### src/flash_ext_params_regs.svh
// Constants for the read and extended read parameter registers
`ifndef FLASH_EXT_PARAMS_REGS_SVH
`define FLASH_EXT_PARAMS_REGS_SVH
`define OP_SET_RD_PERSIST   8'h65
`define OP_SET_RD_VOLAT_A   8'hC0
`define OP_SET_RD_VOLAT_B   8'h63
`define OP_SET_EXT_PERSIST  8'h85
`define OP_SET_EXT_VOLAT    8'h83
`define OP_CLEAR_ERR        8'h82
`define OP_READ_RD_PARAMS   8'h61
`define OP_READ_EXT_PARAMS  8'h81
`define RD_PARAMS_RESET     8'h00
`define EXT_PARAMS_RESET    8'hE0
`define EXT_WR_MASK         8'hF0
`define DUMMY_LSB           3
`define DUMMY_DEFAULT       4'h8
`endif

### src/flash_ext_params_pkg.sv
// Types for the extended read parameter register
package flash_ext_params_pkg;
  typedef struct packed {
    logic [2:0] drive_sel;
    logic       learning_pattern_enable;
    logic       erase_err_flag;
    logic       program_err_flag;
    logic       protect_violation_flag;
    logic       reserved;
  } ext_params_s;
  typedef enum logic [2:0] {
    DRV_RSVD0, DRV_12P5, DRV_25, DRV_37P5, DRV_RSVD4, DRV_75, DRV_100, DRV_50
  } drive_e;
endpackage

### src/flash_ext_read_param_regs.sv
// Read and extended read parameter registers with sticky error flags
`timescale 1ns/1ns
`include "flash_ext_params_regs.svh"
module flash_ext_read_param_regs (
  input  wire logic       i_core_clk,     // Core clock, 100 MHz
  input  wire logic       i_rst,          // Async reset, high
  input  wire logic       i_sck,          // Link clock pin
  input  wire logic       i_cs_n,         // Chip select pin, low
  input  wire logic       i_si,           // Serial data in pin
  input  wire logic       i_program_fail, // Program failure pulse
  input  wire logic       i_erase_fail,   // Erase failure pulse
  input  wire logic       i_protect_fail, // Protection hit pulse
  input  wire logic       i_prot_is_erase,// Protection hit was erase
  input  wire logic       i_soft_reset,   // Software reset pulse
  output logic [3:0]      o_dummy_cycles, // Read dummy cycles
  output logic [2:0]      o_drive_sel,    // Output drive select
  output logic [6:0]      o_drive_pct,    // Drive strength in percent
  output logic            o_learn_en,     // Learning pattern enable
  output logic [7:0]      o_rd_params,    // Volatile read params
  output logic [7:0]      o_ext_params,   // Volatile ext params view
  output logic [7:0]      o_ext_persist   // Persistent ext copy
);
  logic       byte_vld;
  logic [7:0] rx_byte;
  logic       rx_first;
  logic       sel;
  spi_cmd_rx u_rx (
    .i_core_clk (i_core_clk),
    .i_rst      (i_rst),
    .i_sck      (i_sck),
    .i_cs_n     (i_cs_n),
    .i_si       (i_si),
    .o_byte_vld (byte_vld),
    .o_byte     (rx_byte),
    .o_first    (rx_first),
    .o_sel      (sel)
  );

  // ==========================================================
  // Command tracking
  logic [7:0] op_r;
  logic       data_done_r;
  logic [7:0] rd_nv_r;
  logic [7:0] rd_v_r;
  logic [7:0] ext_nv_r;
  logic [7:0] ext_v_r;
  logic [2:0] err_r;
  logic       boot_r;
  wire  op_vld  = byte_vld & rx_first;
  wire  dat_vld = byte_vld & ~rx_first & ~data_done_r;
  wire  w_ext_nv = dat_vld & (op_r == `OP_SET_EXT_PERSIST);
  wire  w_ext_v  = dat_vld & (op_r == `OP_SET_EXT_VOLAT);
  wire  w_rd_nv  = dat_vld & (op_r == `OP_SET_RD_PERSIST);
  wire  w_rd_v   = dat_vld & ((op_r == `OP_SET_RD_VOLAT_A) |
                              (op_r == `OP_SET_RD_VOLAT_B));
  wire  clr_err  = (op_vld & (rx_byte == `OP_CLEAR_ERR)) | i_soft_reset;
  // Only writable bits taken; flag and reserved positions dropped
  wire [7:0] ext_wdata = rx_byte & `EXT_WR_MASK;

  // ==========================================================
  // Error flags: set wins over clear
  wire       prot_set = i_protect_fail;
  wire [2:0] err_set = {i_erase_fail | (prot_set & i_prot_is_erase),
                        i_program_fail | (prot_set & ~i_prot_is_erase),
                        prot_set};
  wire [2:0] err_nxt = err_set | (clr_err ? 3'h0 : err_r);

  always_ff @(posedge i_core_clk or posedge i_rst) begin
    if (i_rst) begin
      op_r        <= 8'h00;
      data_done_r <= 1'b0;
    end else if (!sel) begin
      data_done_r <= 1'b0;
    end else if (op_vld) begin
      op_r        <= rx_byte;
      data_done_r <= 1'b0;
    end else if (byte_vld) begin
      data_done_r <= 1'b1;
    end
  end

  always_ff @(posedge i_core_clk or posedge i_rst) begin
    if (i_rst) begin
      rd_nv_r  <= `RD_PARAMS_RESET;
      ext_nv_r <= `EXT_PARAMS_RESET;
    end else begin
      if (w_rd_nv)
        rd_nv_r <= rx_byte;
      if (w_ext_nv)
        ext_nv_r <= ext_wdata;
    end
  end

  // Volatile copies reload from persistent copies after reset
  always_ff @(posedge i_core_clk or posedge i_rst) begin
    if (i_rst) begin
      boot_r  <= 1'b1;
      rd_v_r  <= `RD_PARAMS_RESET;
      ext_v_r <= `EXT_PARAMS_RESET;
    end else begin
      boot_r <= 1'b0;
      if (boot_r) begin
        rd_v_r  <= rd_nv_r;
        ext_v_r <= ext_nv_r;
      end else begin
        if (w_rd_v)
          rd_v_r <= rx_byte;
        if (w_ext_v)
          ext_v_r <= ext_wdata;
      end
    end
  end

  always_ff @(posedge i_core_clk or posedge i_rst) begin
    if (i_rst)
      err_r <= 3'h0;
    else
      err_r <= err_nxt;
  end

  // ==========================================================
  // Decoded outputs
  function automatic logic [6:0] drive_pct(input logic [2:0] c);
    unique case (flash_ext_params_pkg::drive_e'(c))
      flash_ext_params_pkg::DRV_12P5: drive_pct = 7'h0c;
      flash_ext_params_pkg::DRV_25:   drive_pct = 7'h19;
      flash_ext_params_pkg::DRV_37P5: drive_pct = 7'h25;
      flash_ext_params_pkg::DRV_75:   drive_pct = 7'h4b;
      flash_ext_params_pkg::DRV_100:  drive_pct = 7'h64;
      flash_ext_params_pkg::DRV_50:   drive_pct = 7'h32;
      default:                        drive_pct = 7'h00;
    endcase
  endfunction

  flash_ext_params_pkg::ext_params_s ext_view;
  wire [3:0] dummy_code = rd_v_r[`DUMMY_LSB+3:`DUMMY_LSB];
  wire [3:0] dummy_nxt  = (dummy_code == 4'h0) ? `DUMMY_DEFAULT
                                               : dummy_code;
  always_comb begin
    ext_view                         = ext_v_r;
    ext_view.erase_err_flag          = err_r[2];
    ext_view.program_err_flag        = err_r[1];
    ext_view.protect_violation_flag  = err_r[0];
    ext_view.reserved                = 1'b0;
  end

  always_ff @(posedge i_core_clk or posedge i_rst) begin
    if (i_rst) begin
      o_dummy_cycles <= `DUMMY_DEFAULT;
      o_drive_sel    <= 3'h7;
      o_drive_pct    <= 7'h32;
      o_learn_en     <= 1'b0;
      o_rd_params    <= `RD_PARAMS_RESET;
      o_ext_params   <= `EXT_PARAMS_RESET;
      o_ext_persist  <= `EXT_PARAMS_RESET;
    end else begin
      o_dummy_cycles <= dummy_nxt;
      o_drive_sel    <= ext_view.drive_sel;
      o_drive_pct    <= drive_pct(ext_view.drive_sel);
      o_learn_en     <= ext_view.learning_pattern_enable;
      o_rd_params    <= rd_v_r;
      o_ext_params   <= ext_view;
      o_ext_persist  <= ext_nv_r;
    end
  end
endmodule

### src/spi_cmd_rx.sv
// Serial command and data byte receiver, SPI mode 0
`timescale 1ns/1ns
module spi_cmd_rx (
  input  wire logic       i_core_clk, // Core clock
  input  wire logic       i_rst,      // Async reset, high
  input  wire logic       i_sck,      // Link clock, raw pin
  input  wire logic       i_cs_n,     // Chip select, raw, low
  input  wire logic       i_si,       // Serial in, raw pin
  output logic            o_byte_vld, // Byte done pulse
  output logic [7:0]      o_byte,     // Received byte
  output logic            o_first,    // Byte is the opcode
  output logic            o_sel       // Synced select active
);
  logic [2:0] sck_s;
  logic [1:0] cs_s;
  logic [1:0] si_s;
  logic [7:0] sh_r;
  logic [2:0] cnt_r;
  logic       first_r;
  wire        rise = sck_s[1] & ~sck_s[2];
  wire        act  = ~cs_s[1];
  always_ff @(posedge i_core_clk or posedge i_rst) begin
    if (i_rst) begin
      sck_s <= 3'h0;
      cs_s  <= 2'h3;
      si_s  <= 2'h0;
    end else begin
      sck_s <= {sck_s[1:0], i_sck};
      cs_s  <= {cs_s[0], i_cs_n};
      si_s  <= {si_s[0], i_si};
    end
  end
  always_ff @(posedge i_core_clk or posedge i_rst) begin
    if (i_rst) begin
      sh_r       <= 8'h00;
      cnt_r      <= 3'h0;
      first_r    <= 1'b1;
      o_byte_vld <= 1'b0;
      o_byte     <= 8'h00;
      o_first    <= 1'b0;
    end else begin
      o_byte_vld <= 1'b0;
      if (!act) begin
        cnt_r   <= 3'h0;
        first_r <= 1'b1;
      end else if (rise) begin
        sh_r  <= {sh_r[6:0], si_s[1]};
        cnt_r <= cnt_r + 3'h1;
        if (cnt_r == 3'h7) begin
          o_byte_vld <= 1'b1;
          o_byte     <= {sh_r[6:0], si_s[1]};
          o_first    <= first_r;
          first_r    <= 1'b0;
        end
      end
    end
  end
  assign o_sel = act;
endmodule

### config.mk
export PLATFORM = sky130hd
export DESIGN_NAME = flash_ext_read_param_regs
export DESIGN_NICKNAME = d
export VERILOG_FILES = /design/src/flash_ext_params_pkg.sv /design/src/flash_ext_read_param_regs.sv /design/src/spi_cmd_rx.sv
export VERILOG_INCLUDE_DIRS = /design/src
export SDC_FILE = /design/constraint.sdc
export NUM_CORES = 1
export LEC_CHECK = 0
export BUFFER_PORTS_ARGS = -buffer_cell sky130_fd_sc_hd__buf_2
export CAP_MARGIN = 30
export CORE_MARGIN = 1
export CORE_UTILIZATION = 56
export DETAILED_ROUTE_END_ITERATION = 7
export HOLD_SLACK_MARGIN = 0.15
export PLACE_DENSITY = 0.78
export SYNTH_ARGS = -nofsm -noshare
export SYNTH_HDL_FRONTEND = slang
export SYNTH_HIERARCHICAL = 1
export SYNTH_SLANG_ARGS = --single-unit
export TNS_END_PERCENT = 1
### constraint.sdc
create_clock -name i_core_clk -period 2.64 [get_ports i_core_clk]
set_input_delay 0.66 -clock i_core_clk [delete_from_list [all_inputs] [get_ports i_core_clk]]
set_output_delay 0.66 -clock i_core_clk [all_outputs]
set_load 0.02 [all_outputs]
* Word-level counts from Yosys, hierarchy flattened
Index checks and enable logic that the tools add are counted.
** Storage, ports and cells
- Bits of input ports :: 10
- Output and inout port bits :: 39
- Word-level logic and storage cells :: 87
- Bits in registers :: 103
** Operators by class
- Reduce and logical (&&, ||, !) cells :: 10
- Add/sub/neg operators :: 1
- Eq/ne operators :: 13
- Bitwise logic cells :: 21
- Mux-type cells :: 18
** Operators with widths (count)
- $pmux 7 s6 :: 1
- $eq 8x8->1 const B :: 4
- $mux 8 :: 4
- $eq 8x7->1 const B :: 2
- $eq 3x3->1 const B :: 4
- $and 1x1->1 :: 11
- $mux 1 :: 9
- $mux 3 :: 3
- $reduce_bool 2->1 :: 4
- $eq 3x2->1 const B :: 2
- $reduce_and 2->1 :: 3
- $not 1->1 :: 5
- $logic_not 4->1 :: 1
- $mux 4 :: 1
- $or 1x1->1 :: 4
- $add 3x1->3 const B :: 1
- $eq 3x1->1 const B :: 1
- $or 3x3->3 :: 1
- $reduce_and 3->1 :: 1
- $reduce_bool 3->1 :: 1

* Depth between registers and ports, before layout
Gate-level depths: netlist (run 1).
- Depth in word-level cells :: 6
- Depth in mapped cells :: 5

* Hierarchy
The synthesis (run 1) kept the hierarchy.
** By module, submodules not included
- flash_ext_read_param_regs :: cells each 185, instances 1, sequential area each 1697.9 um^2, area each 2568.7 um^2
- spi_cmd_rx :: cells each 61, instances 1, sequential area each 704.4 um^2, area each 1054.8 um^2

* Worst setup path before layout (run 1)
No wires, ideal clock.
- Kind :: reg2reg
- Start :: register u_rx.o_first
- End :: register rd_nv_r[0]
- Arrival time :: 1608 ps
- Buffers on the path :: 1
- Required time :: 2515 ps
- Path slack :: 908 ps
- Cell stages (with the launch flop) :: 6
- Path through :: dfrtp_1 or3b_1 buf_2 nor4_4 nand2_2 mux2_2
** On the way
- Cells in the longest elaborated chain, start to end :: 4
** Ends and longest elaborated chain
- start, declared :: RTL line spi_cmd_rx.sv:11 : output logic o_first,
- start signal, assigned :: RTL line spi_cmd_rx.sv:52 : o_first <= first_r;
- $not 1->1 :: RTL line flash_ext_read_param_regs.sv:50 : wire dat_vld = byte_vld & ~rx_first & ~data_done_r;
- $and 1x1->1 (2 in series) :: RTL line flash_ext_read_param_regs.sv:50
- $and 1x1->1 :: RTL line flash_ext_read_param_regs.sv:53 : wire w_rd_nv = dat_vld & (op_r == `OP_SET_RD_PERSIST);
- end signal, assigned :: RTL line flash_ext_read_param_regs.sv:84 : rd_nv_r <= `RD_PARAMS_RESET;
- end signal, assigned :: RTL line flash_ext_read_param_regs.sv:88 : rd_nv_r <= rx_byte;
- end, declared :: RTL line flash_ext_read_param_regs.sv:43 : logic [7:0] rd_nv_r;
Every way passes these cells.
A chain may end at the register's enable or synchronous reset.

* Worst setup path after layout (run 1)
- Start :: register u_rx.o_first
- End :: register rd_nv_r[3]
Same word-level chain as after synthesis.

==> results of run 1 <==
## worst max-delay path by stage
stage,startpoint,end,depth (start not counted)
after floorplan,i_rst,data_done_r$_DFFE_PP0P_,1
after CTS,u_rx/o_first$_DFFE_PP0P_,rd_nv_r[3]$_DFFE_PP0P_,4
after global routing,u_rx/o_first$_DFFE_PP0P_,rd_nv_r[3]$_DFFE_PP0P_,4
after global placement,u_rx/o_first$_DFFE_PP0P_,rd_nv_r[7]$_DFFE_PP0P_,4
final,u_rx/o_first$_DFFE_PP0P_,rd_nv_r[3]$_DFFE_PP0P_,4
after detailed placement,u_rx/o_first$_DFFE_PP0P_,rd_nv_r[3]$_DFFE_PP0P_,4
## cells in the mapped netlist
cell type                  number
sky130_fd_sc_hd__mux2i_1        7
sky130_fd_sc_hd__conb_1         1
sky130_fd_sc_hd__o21ai_0       12
sky130_fd_sc_hd__dfrtp_1       75
sky130_fd_sc_hd__mux2_4         9
sky130_fd_sc_hd__a22oi_1        1
sky130_fd_sc_hd__nor4_4         1
sky130_fd_sc_hd__nand2_2        1
sky130_fd_sc_hd__and4bb_1       1
sky130_fd_sc_hd__nor3b_4        1
sky130_fd_sc_hd__nand3_1        2
sky130_fd_sc_hd__a22o_1         1
sky130_fd_sc_hd__a221o_1        2
sky130_fd_sc_hd__a21o_1         2
sky130_fd_sc_hd__nor4b_1        5
sky130_fd_sc_hd__dfstp_2       20
sky130_fd_sc_hd__or2_2          1
sky130_fd_sc_hd__a21oi_1        8
sky130_fd_sc_hd__mux2_2        29
sky130_fd_sc_hd__inv_1          5
sky130_fd_sc_hd__buf_6          1
sky130_fd_sc_hd__nor3_1         1
sky130_fd_sc_hd__o21a_1         2
sky130_fd_sc_hd__or3b_1         1
sky130_fd_sc_hd__nand3b_1       1
sky130_fd_sc_hd__xnor2_1        1
sky130_fd_sc_hd__nor3b_2        1
sky130_fd_sc_hd__nor2_1         4
sky130_fd_sc_hd__buf_2          1
sky130_fd_sc_hd__a31oi_1        8
sky130_fd_sc_hd__a41oi_1        1
sky130_fd_sc_hd__and2_1         2
sky130_fd_sc_hd__clkbuf_1       5
sky130_fd_sc_hd__buf_4          9
sky130_fd_sc_hd__nor2b_1       12
sky130_fd_sc_hd__ha_1           2
sky130_fd_sc_hd__nor4bb_1       2
sky130_fd_sc_hd__nand2_1        8
## power groups by stage
| stage | sequential (W) | clock [W] | combinational [W] |
|---|---|---|---|
| 2_1_floorplan | 0.00162 | 0 | 0.000108 |
| 3_3_place_gp | 0.00161 | 0 | 0.000159 |
| 3_5_place_dp | 0.00161 | 0 | 0.000163 |
| 4_1_cts | 0.00159 | 0.00115 | 0.000163 |
| 5_1_grt | 0.00160 | 0.00121 | 0.000180 |
| 6_report | 0.00159 | 0.00112 | 0.000159 |
## flip-flops by register name, summed over array words and instances (netlist names), 3 cells and up
register and flops:
rd_v_r 8, o_drive_pct 7, err_r 3, o_ext_params 5
u_rx/sck_s 3, rd_nv_r 8, op_r 8, ext_nv_r 4
u_rx/o_byte 8, u_rx/cnt_r 3, o_ext_persist 4, u_rx/sh_r 7
o_dummy_cycles 4, ext_v_r 4, o_rd_params 8
## through the flow
stage / total power, W / setup WS [ns] / hold slack [ns]
floorplan: 0.001729 / 0.3250 / 0.3312
global placement: 0.001768 / 0.7657 / 0.3348
detailed placement: 0.001777 / 0.7074 / 0.3405
CTS: 0.002901 / 0.6825 / 0.3602
global route: 0.002988 / 0.6065 / 0.3706
finish: 0.002867 / 0.6891 / 0.3543
## worst register-to-register path: stages (launching register included)
cell and delay [ns]:
sky130_fd_sc_hd__dfrtp_1 0.45, sky130_fd_sc_hd__or3b_1 0.56, sky130_fd_sc_hd__nor4_4 0.30, sky130_fd_sc_hd__nand2_2 0.19, sky130_fd_sc_hd__mux2_2 0.35
## final cells by class
type | count | area [um2]
fillers | 455 | 1971
clock inverters | 4 | 71.32
multi-input cells | 135 | 1119
repair buffers | 45 | 242.7
inverters | 5 | 18.77
flip-flops and latches | 95 | 2402
well taps | 75 | 93.84
clock buffers | 12 | 177.7
## kinds of logic after synthesis
logic type / count (synthesis)
muxes: 45
buffers and inverters: 21
xor gates and xnor gates: 1
other: 1
DFF: 95
AOI/OAI and AO/OA: 37
adders and majority gates: 2
and+or+nand+nor: 44
## layer usage
layer	routed length, um	GRT usage [%]	vias to the layer above
met1	2498	24.17	977
met3	198	3.956	12
met5	0	0	-
met2	2723	31.16	48
met4	138	11.58	0
li1	-	-	948
==> Implementation_results.wiki, run 1 <==
{| class="wikitable"
! Metric !! Value
|-
| Count of non-filler cells in the finished layout || 371
|-
| Number of cell rows || 28
|-
| Area growth from synthesis to final layout || 13.85%
|-
| Ranking of synthesized cells by area || sky130_fd_sc_hd__dfrtp_1 52%, sky130_fd_sc_hd__dfstp_2 15%, sky130_fd_sc_hd__mux2_2 9.0%, sky130_fd_sc_hd__mux2_4 3.7%, sky130_fd_sc_hd__nor2b_1 2.1%
|-
| Global routing usage summed across all routing layers || 19.37%
|-
| Worst slew pin tran || 0.6604 ns
|-
| Critical path class || reg2reg
|-
| Vias/cell || 5.350
|-
| Worst supply voltage drop on vdd || 0.0005125 V
|-
| Post-DRT Antenna Nets || 0
|-
| Post-synthesis xor/xnor area fraction || 0.2417%
|-
| CORE AREA || 6096 um2
|-
| Max_slew headroom || 55.78%
|-
| Number of max-capacitance violations reported || 0
|-
| Initial standard-cell utilization of the core || 59.44%
|-
| Post-synthesis compound-gate area fraction || 6.215%
|-
| Layout Skew || 0.006393 ns
|-
| Post-Synth Adder-Cell Area || 0.6906%
|-
| Final number of hold-violating endpoints || 0
|-
| DPL Wire Length || 3653 um
|-
| Commonest non-fill, non-tap cells in the layout || 75 x sky130_fd_sc_hd__dfrtp_1, 43 x sky130_fd_sc_hd__buf_2, 29 x sky130_fd_sc_hd__mux2_2
|-
| Maximum number of pins on one net before global-route repair || 68
|-
| Placer's final routability congestion estimate || 0.8215
|-
| Status || finished, final reports clean
|-
| Antenna diode count || 0
|-
| Unrepaired setup endpoints after global routing || no
|-
| Final Max Slew Viols || 0
|-
| Placed cells || 355
|-
| Max Buffers Root-to-Sink || 2
|-
| Number of search-and-repair iterations in the first detailed-routing pass || 5
|-
| Worst R2R End || rd_nv_r[3]$_DFFE_PP0P_
|-
| Post-synthesis share of cell area spent on and, or, nand and nor gates || 8.425%
|-
| Wire length after detailed routing || 5558 um
|-
| DRC marker count from the first detailed-route iteration || 168
|-
| Cell chosen for the clock root || sky130_fd_sc_hd__clkbuf_8
|-
| Number of buffers and inverters on the critical path || 0
|-
| Arrival time worst endpoint || 2.19 ns
|-
| Most common cell after layout, fill and taps aside || sky130_fd_sc_hd__dfrtp_1
|-
| Post-route setup TNS || 0 ns
|-
| Cell type contributing the most total cell area after synthesis || sky130_fd_sc_hd__dfrtp_1
|-
| Clk network pwr share || 39.1%
|-
| Crit path max-delay family || simple AND/OR/NAND/NOR gates
|-
| Net switching component of the power || 0.0006091 W
|-
| Upper clock frequency limit || 512.6 MHz
|-
| Number of instances resized during post-cts repair || 0
|-
| Post-synthesis register bit count || 95
|-
| Sequential fraction of design power || 55.4%
|-
| Required time of the critical path || 2.88 ns
|-
| Switch share || 21.25%
|-
| Final core utilization || 67.67%
|-
| Cts bufs inserted || 9
|-
| Internal portion of total power || 0.002258 W
|-
| Cell Pwr Density || 695.0 nW/um2
|-
| DRC violation count after routing || 0
|-
| Main combinational cell family by area after synthesis || multiplexers
|-
| Static leakage power || 2.013 nW
|-
| Post-CTS Hold Buffers || 0
|-
| Global-route wire length before repair || 9432 um
|-
| Number of clock sinks || 95
|-
| Clk_lat worst skew || 0.35 ns
|-
| Cells traversed along the worst timing path || or3b_1 -> nor4_4 -> nand2_2 -> mux2_2
|-
| Initial antenna violation count || 0
|-
| Number of ports placed on the die boundary || 49
|-
| Max FO, Critical Path || 9
|-
| Mean instance size in the synthesized netlist || 14.73 um2
|-
| Die height || 82.44 um
|-
| Design Area, Final || 4125 um2
|-
| Class of the most critical hold timing path || in2async
|-
| Port Buffers || 43
|-
| Fraction of power consumed by combinational cells || 5.5%
|-
| Number of nets at the end of the flow || 303
|-
| Slowest-stage cell, CP || sky130_fd_sc_hd__or3b_1
|-
| Vias in the first global route || 1982
|-
| Die Outline Area || 6796 um2
|-
| Via count || 1985
|-
| TritonCTS clock tree || done
|-
| Yosys synthesis warning count || 6
|-
| Setup violation total in the final timing report || 0
|-
| Critical Path Max Stage Delay || 0.56 ns
|-
| Crit share post-route || 73.90%
|-
| Start of the worst register-to-register path || u_rx/o_first$_DFFE_PP0P_
|-
| Kind of start point of the critical path || flip-flop
|-
| Number of instances in the synthesized netlist || 246
|-
| Post-Place Cell Area || 3876 um2
|-
| Number of library cell types mapped by synthesis || 38
|-
| Die Wd || 82.44 um
|-
| Share of synthesized area occupied by flip-flops and latches || 66.30%
|-
| DR WL/cell || 14.98 um
|-
| Shortest period the worst path allows || 1.951 ns
|-
| Buffer count from post-CTS setup fixing || 0
|-
| Multiplexer fraction of the synthesized cell area || 14.68%
|-
| Crit end category || flip-flop
|-
| Remaining global-route overflow || 0
|-
| Synth Cell Area || 3623 um2
|-
| Clock transition time at the flip-flop clock pins of the worst setup and hold paths || 0.09 ns
|-
| Share of the synthesized area in the top cell type || 51.80%
|-
| Worst reg-to-reg setup slack || 0.69 ns
|-
| Reg2reg path depth || 4
|-
| Fraction of layout cells with a size suffix above 1 || 41.89%
|-
| # H-tree levels || 3
|}
No activity file was read; power rests on OpenSTA's default activity.
==> run 2, diff against run 1 <==
==> constraint.sdc (replaced) <==
create_clock -name i_core_clk -period 1.8 [get_ports i_core_clk]
set_input_delay 0.45 -clock i_core_clk [delete_from_list [all_inputs] [get_ports i_core_clk]]
set_output_delay 0.45 -clock i_core_clk [all_outputs]
set_load 0.02 [all_outputs]
==> run 2 against run 1 <==
Critical path type unchanged. Via count rose by 2.3%. Sequential power grew 47%. Largest power group unchanged. Utilization increased by 1.1 points. Critical endpoint is now rd_nv_r[5]$_DFFE_PP0P_. First-iteration DRC count down 23%. Combinational power is 51% higher. Largest cell class unchanged. Flip-flop and latch count is the same. Fmax grew 13%. Wire length grew 4.4%. Cell count grew 1.9%. Global-route usage up 0.61 points. Non-clock buffer count is 7 higher. Sequential share of layout area fell by 0.90 points.
==> Implementation_results.wiki, run 2 (synthesized netlist as in run 1, its figures left out) <==
{| class="wikitable"
! Metric !! Value
|-
| Antenna diode count || 0 (unchanged)
|-
| Worst slew pin tran || 0.5736 ns (was 0.6604 ns)
|-
| DR WL/cell || 15.35 um (was 14.98 um)
|-
| Commonest non-fill, non-tap cells in the layout || 75 x sky130_fd_sc_hd__dfrtp_1, 43 x sky130_fd_sc_hd__buf_2, 29 x sky130_fd_sc_hd__mux2_2 (unchanged)
|-
| Flip-flop and latch area || 2402 um2 (unchanged)
|-
| Final Max Slew Viols || 0 (unchanged)
|-
| DRC marker count from the first detailed-route iteration || 129 (was 168)
|-
| Upper clock frequency limit || 579.9 MHz (was 512.6 MHz)
|-
| Post-route setup TNS || 0 ns (unchanged)
|-
| Clock transition time at the flip-flop clock pins of the worst setup and hold paths || 0.08 ns (was 0.09 ns)
|-
| Remaining global-route overflow || 0 (unchanged)
|-
| Vias in the first global route || 2012 (was 1982)
|-
| Global routing usage summed across all routing layers || 19.99% (was 19.37%)
|-
| Initial antenna violation count || 0 (unchanged)
|-
| Maximum number of pins on one net before global-route repair || 42 (was 68)
|-
| Fraction of layout cells with a size suffix above 1 || 44.22% (was 41.89%)
|-
| Max FO, Critical Path || 8 (was 9)
|-
| Max Buffers Root-to-Sink || 2 (unchanged)
|-
| Shortest period the worst path allows || 1.724 ns (was 1.951 ns)
|-
| Number of clock sinks || 95 (unchanged)
|-
| Number of ports placed on the die boundary || 49 (unchanged)
|-
| Number of instances resized during post-cts repair || 0 (unchanged)
|-
| Static leakage power || 2.047 nW (was 2.013 nW)
|-
| Arrival time worst endpoint || 1.96 ns (was 2.19 ns)
|-
| Required time of the critical path || 2.04 ns (was 2.88 ns)
|-
| Final number of hold-violating endpoints || 0 (unchanged)
|-
| Status || finished, final reports clean (unchanged)
|-
| Critical path class || reg2reg (unchanged)
|-
| Via count || 2031 (was 1985)
|-
| Buffer count from post-CTS setup fixing || 0 (unchanged)
|-
| Cell chosen for the clock root || sky130_fd_sc_hd__clkbuf_8 (unchanged)
|-
| Die height || 82.44 um (unchanged)
|-
| Placer's final routability congestion estimate || 0.8061 (was 0.8215)
|-
| Most common cell after layout, fill and taps aside || sky130_fd_sc_hd__dfrtp_1 (unchanged)
|-
| Global-route wire length before repair || 9666 um (was 9432 um)
|-
| Cell Pwr Density || 989.3 nW/um2 (was 695.0 nW/um2)
|-
| Die Outline Area || 6796 um2 (unchanged)
|-
| DPL Wire Length || 3977 um (was 3653 um)
|-
| Final core utilization || 68.74% (was 67.67%)
|-
| Number of max-capacitance violations reported || 0 (unchanged)
|-
| Design Area, Final || 4190 um2 (was 4125 um2)
|-
| Clk_lat worst skew || 0.36 ns (was 0.35 ns)
|-
| # H-tree levels || 3 (unchanged)
|-
| Layout Skew || 0.01090 ns (was 0.006393 ns)
|-
| TritonCTS clock tree || done (unchanged)
|-
| DRC violation count after routing || 0 (unchanged)
|-
| Post-DRT Antenna Nets || 0 (unchanged)
|-
| CORE AREA || 6096 um2 (unchanged)
|-
| Max_slew headroom || 61.76% (was 55.78%)
|-
| Area occupied by multi-input gates || 1131 um2 (was 1119 um2)
|-
| Post-Place Cell Area || 3933 um2 (was 3876 um2)
|-
| Worst supply voltage drop on vdd || 0.0006153 V (was 0.0005125 V)
|-
| Crit end category || flip-flop (unchanged)
|-
| Area growth from synthesis to final layout || 15.64% (was 13.85%)
|-
| Post-CTS Hold Buffers || 0 (unchanged)
|-
| Class of the most critical hold timing path || in2async (unchanged)
|-
| Cts bufs inserted || 9 (unchanged)
|-
| Port Buffers || 43 (unchanged)
|-
| Number of nets at the end of the flow || 310 (was 303)
|-
| Vias/cell || 5.373 (was 5.350)
|-
| Initial standard-cell utilization of the core || 59.44% (unchanged)
|-
| Number of cell rows || 28 (unchanged)
|-
| Die Wd || 82.44 um (unchanged)
|-
| Fillers || 404 (was 455)
|-
| Setup violation total in the final timing report || 0 (unchanged)
|-
| Crit share post-route || 95.80% (was 73.90%)
|-
| Number of search-and-repair iterations in the first detailed-routing pass || 4 (was 5)
|-
| Wire length after detailed routing || 5802 um (was 5558 um)
|-
| Kind of start point of the critical path || flip-flop (unchanged)
|}
run 2: cell count changes in the layout (fill, tap and decap cells not counted):
| cell | delta |
|---|---|
| sky130_fd_sc_hd__bufinv_16 | -1 |
| sky130_fd_sc_hd__nor4b_1 | -1 |
| sky130_fd_sc_hd__inv_4 | -1 |
| sky130_fd_sc_hd__inv_2 | -1 |
| sky130_fd_sc_hd__buf_4 | +7 |
| sky130_fd_sc_hd__nor4bb_1 | -1 |
| sky130_fd_sc_hd__nor4bb_2 | +1 |
| sky130_fd_sc_hd__clkbuf_8 | +2 |
| sky130_fd_sc_hd__nor4b_2 | +1 |
| sky130_fd_sc_hd__clkbuf_1 | -1 |
| sky130_fd_sc_hd__clkinvlp_4 | +1 |
| sky130_fd_sc_hd__clkinv_4 | +1 |
run 2: through the flow:
stage | instances | total power (W) | hold WS [ns] | setup WS [ns]
after floorplan | 251 | 0.002536 | 0.3312 | 0.06773
after global placement | 362 | 0.002598 | 0.3348 | 0.1311
after detailed placement | 362 | 0.002617 | 0.3443 | 0.08181
after CTS | 378 | 0.004185 | 0.1519 | 0.05776
after global routing | 378 | 0.004314 | 0.1598 | -0.01249
final | 378 | 0.004145 | 0.1498 | 0.07564
run 2: power by group:
group	internal, W	switching, W
Sequential	0.00225	0.0000755
Clock	0.000886	0.000688
Combinational	0.000109	0.000132
run 2: metal layers:
layer	up-vias	wire, um	GRT usage (%)
met3	11	217	3.736
met2	57	2966	33.06
met4	0	137	11.58
met5	-	0	0
met1	1001	2480	24.55
li1	962	-	-
run 2: cell type report:
cell class,instances,area share (%)
clock inverter,3,1.045
tap,75,2.239
multi-input combinational,135,26.99
clock buffer,13,4.807
timing repair buffer,52,7.047
sequential,95,57.33
inverter,5,0.5375
run 2: path summary, 6_finish.rpt:
kind                                    startpoint  cells past startpoint                          to  slack (ns)
max reg2reg                data_done_r$_DFFE_PP0P_                      4      rd_nv_r[5]$_DFFE_PP0P_        0.08
min in group i_core_clk                     i_cs_n                      1      u_rx/cs_s[0]$_DFF_PP1_        0.19
max in group asynchronous                    i_rst                      3  o_ext_persist[7]$_DFF_PP1_        1.28
max                        data_done_r$_DFFE_PP0P_                      4      rd_nv_r[5]$_DFFE_PP0P_        0.08
min                                          i_rst                      3          err_r[0]$_DFF_PP0_        0.15
min reg2reg                 u_rx/si_s[0]$_DFF_PP0_                      0      u_rx/si_s[1]$_DFF_PP0_        0.36
run 2: worst max-delay path, cell delays in order (launching register included):
cell	delay (ns)
sky130_fd_sc_hd__dfrtp_1	0.41
sky130_fd_sc_hd__or3b_1	0.42
sky130_fd_sc_hd__nor4_4	0.27
sky130_fd_sc_hd__nand2_2	0.19
sky130_fd_sc_hd__mux2_2	0.32
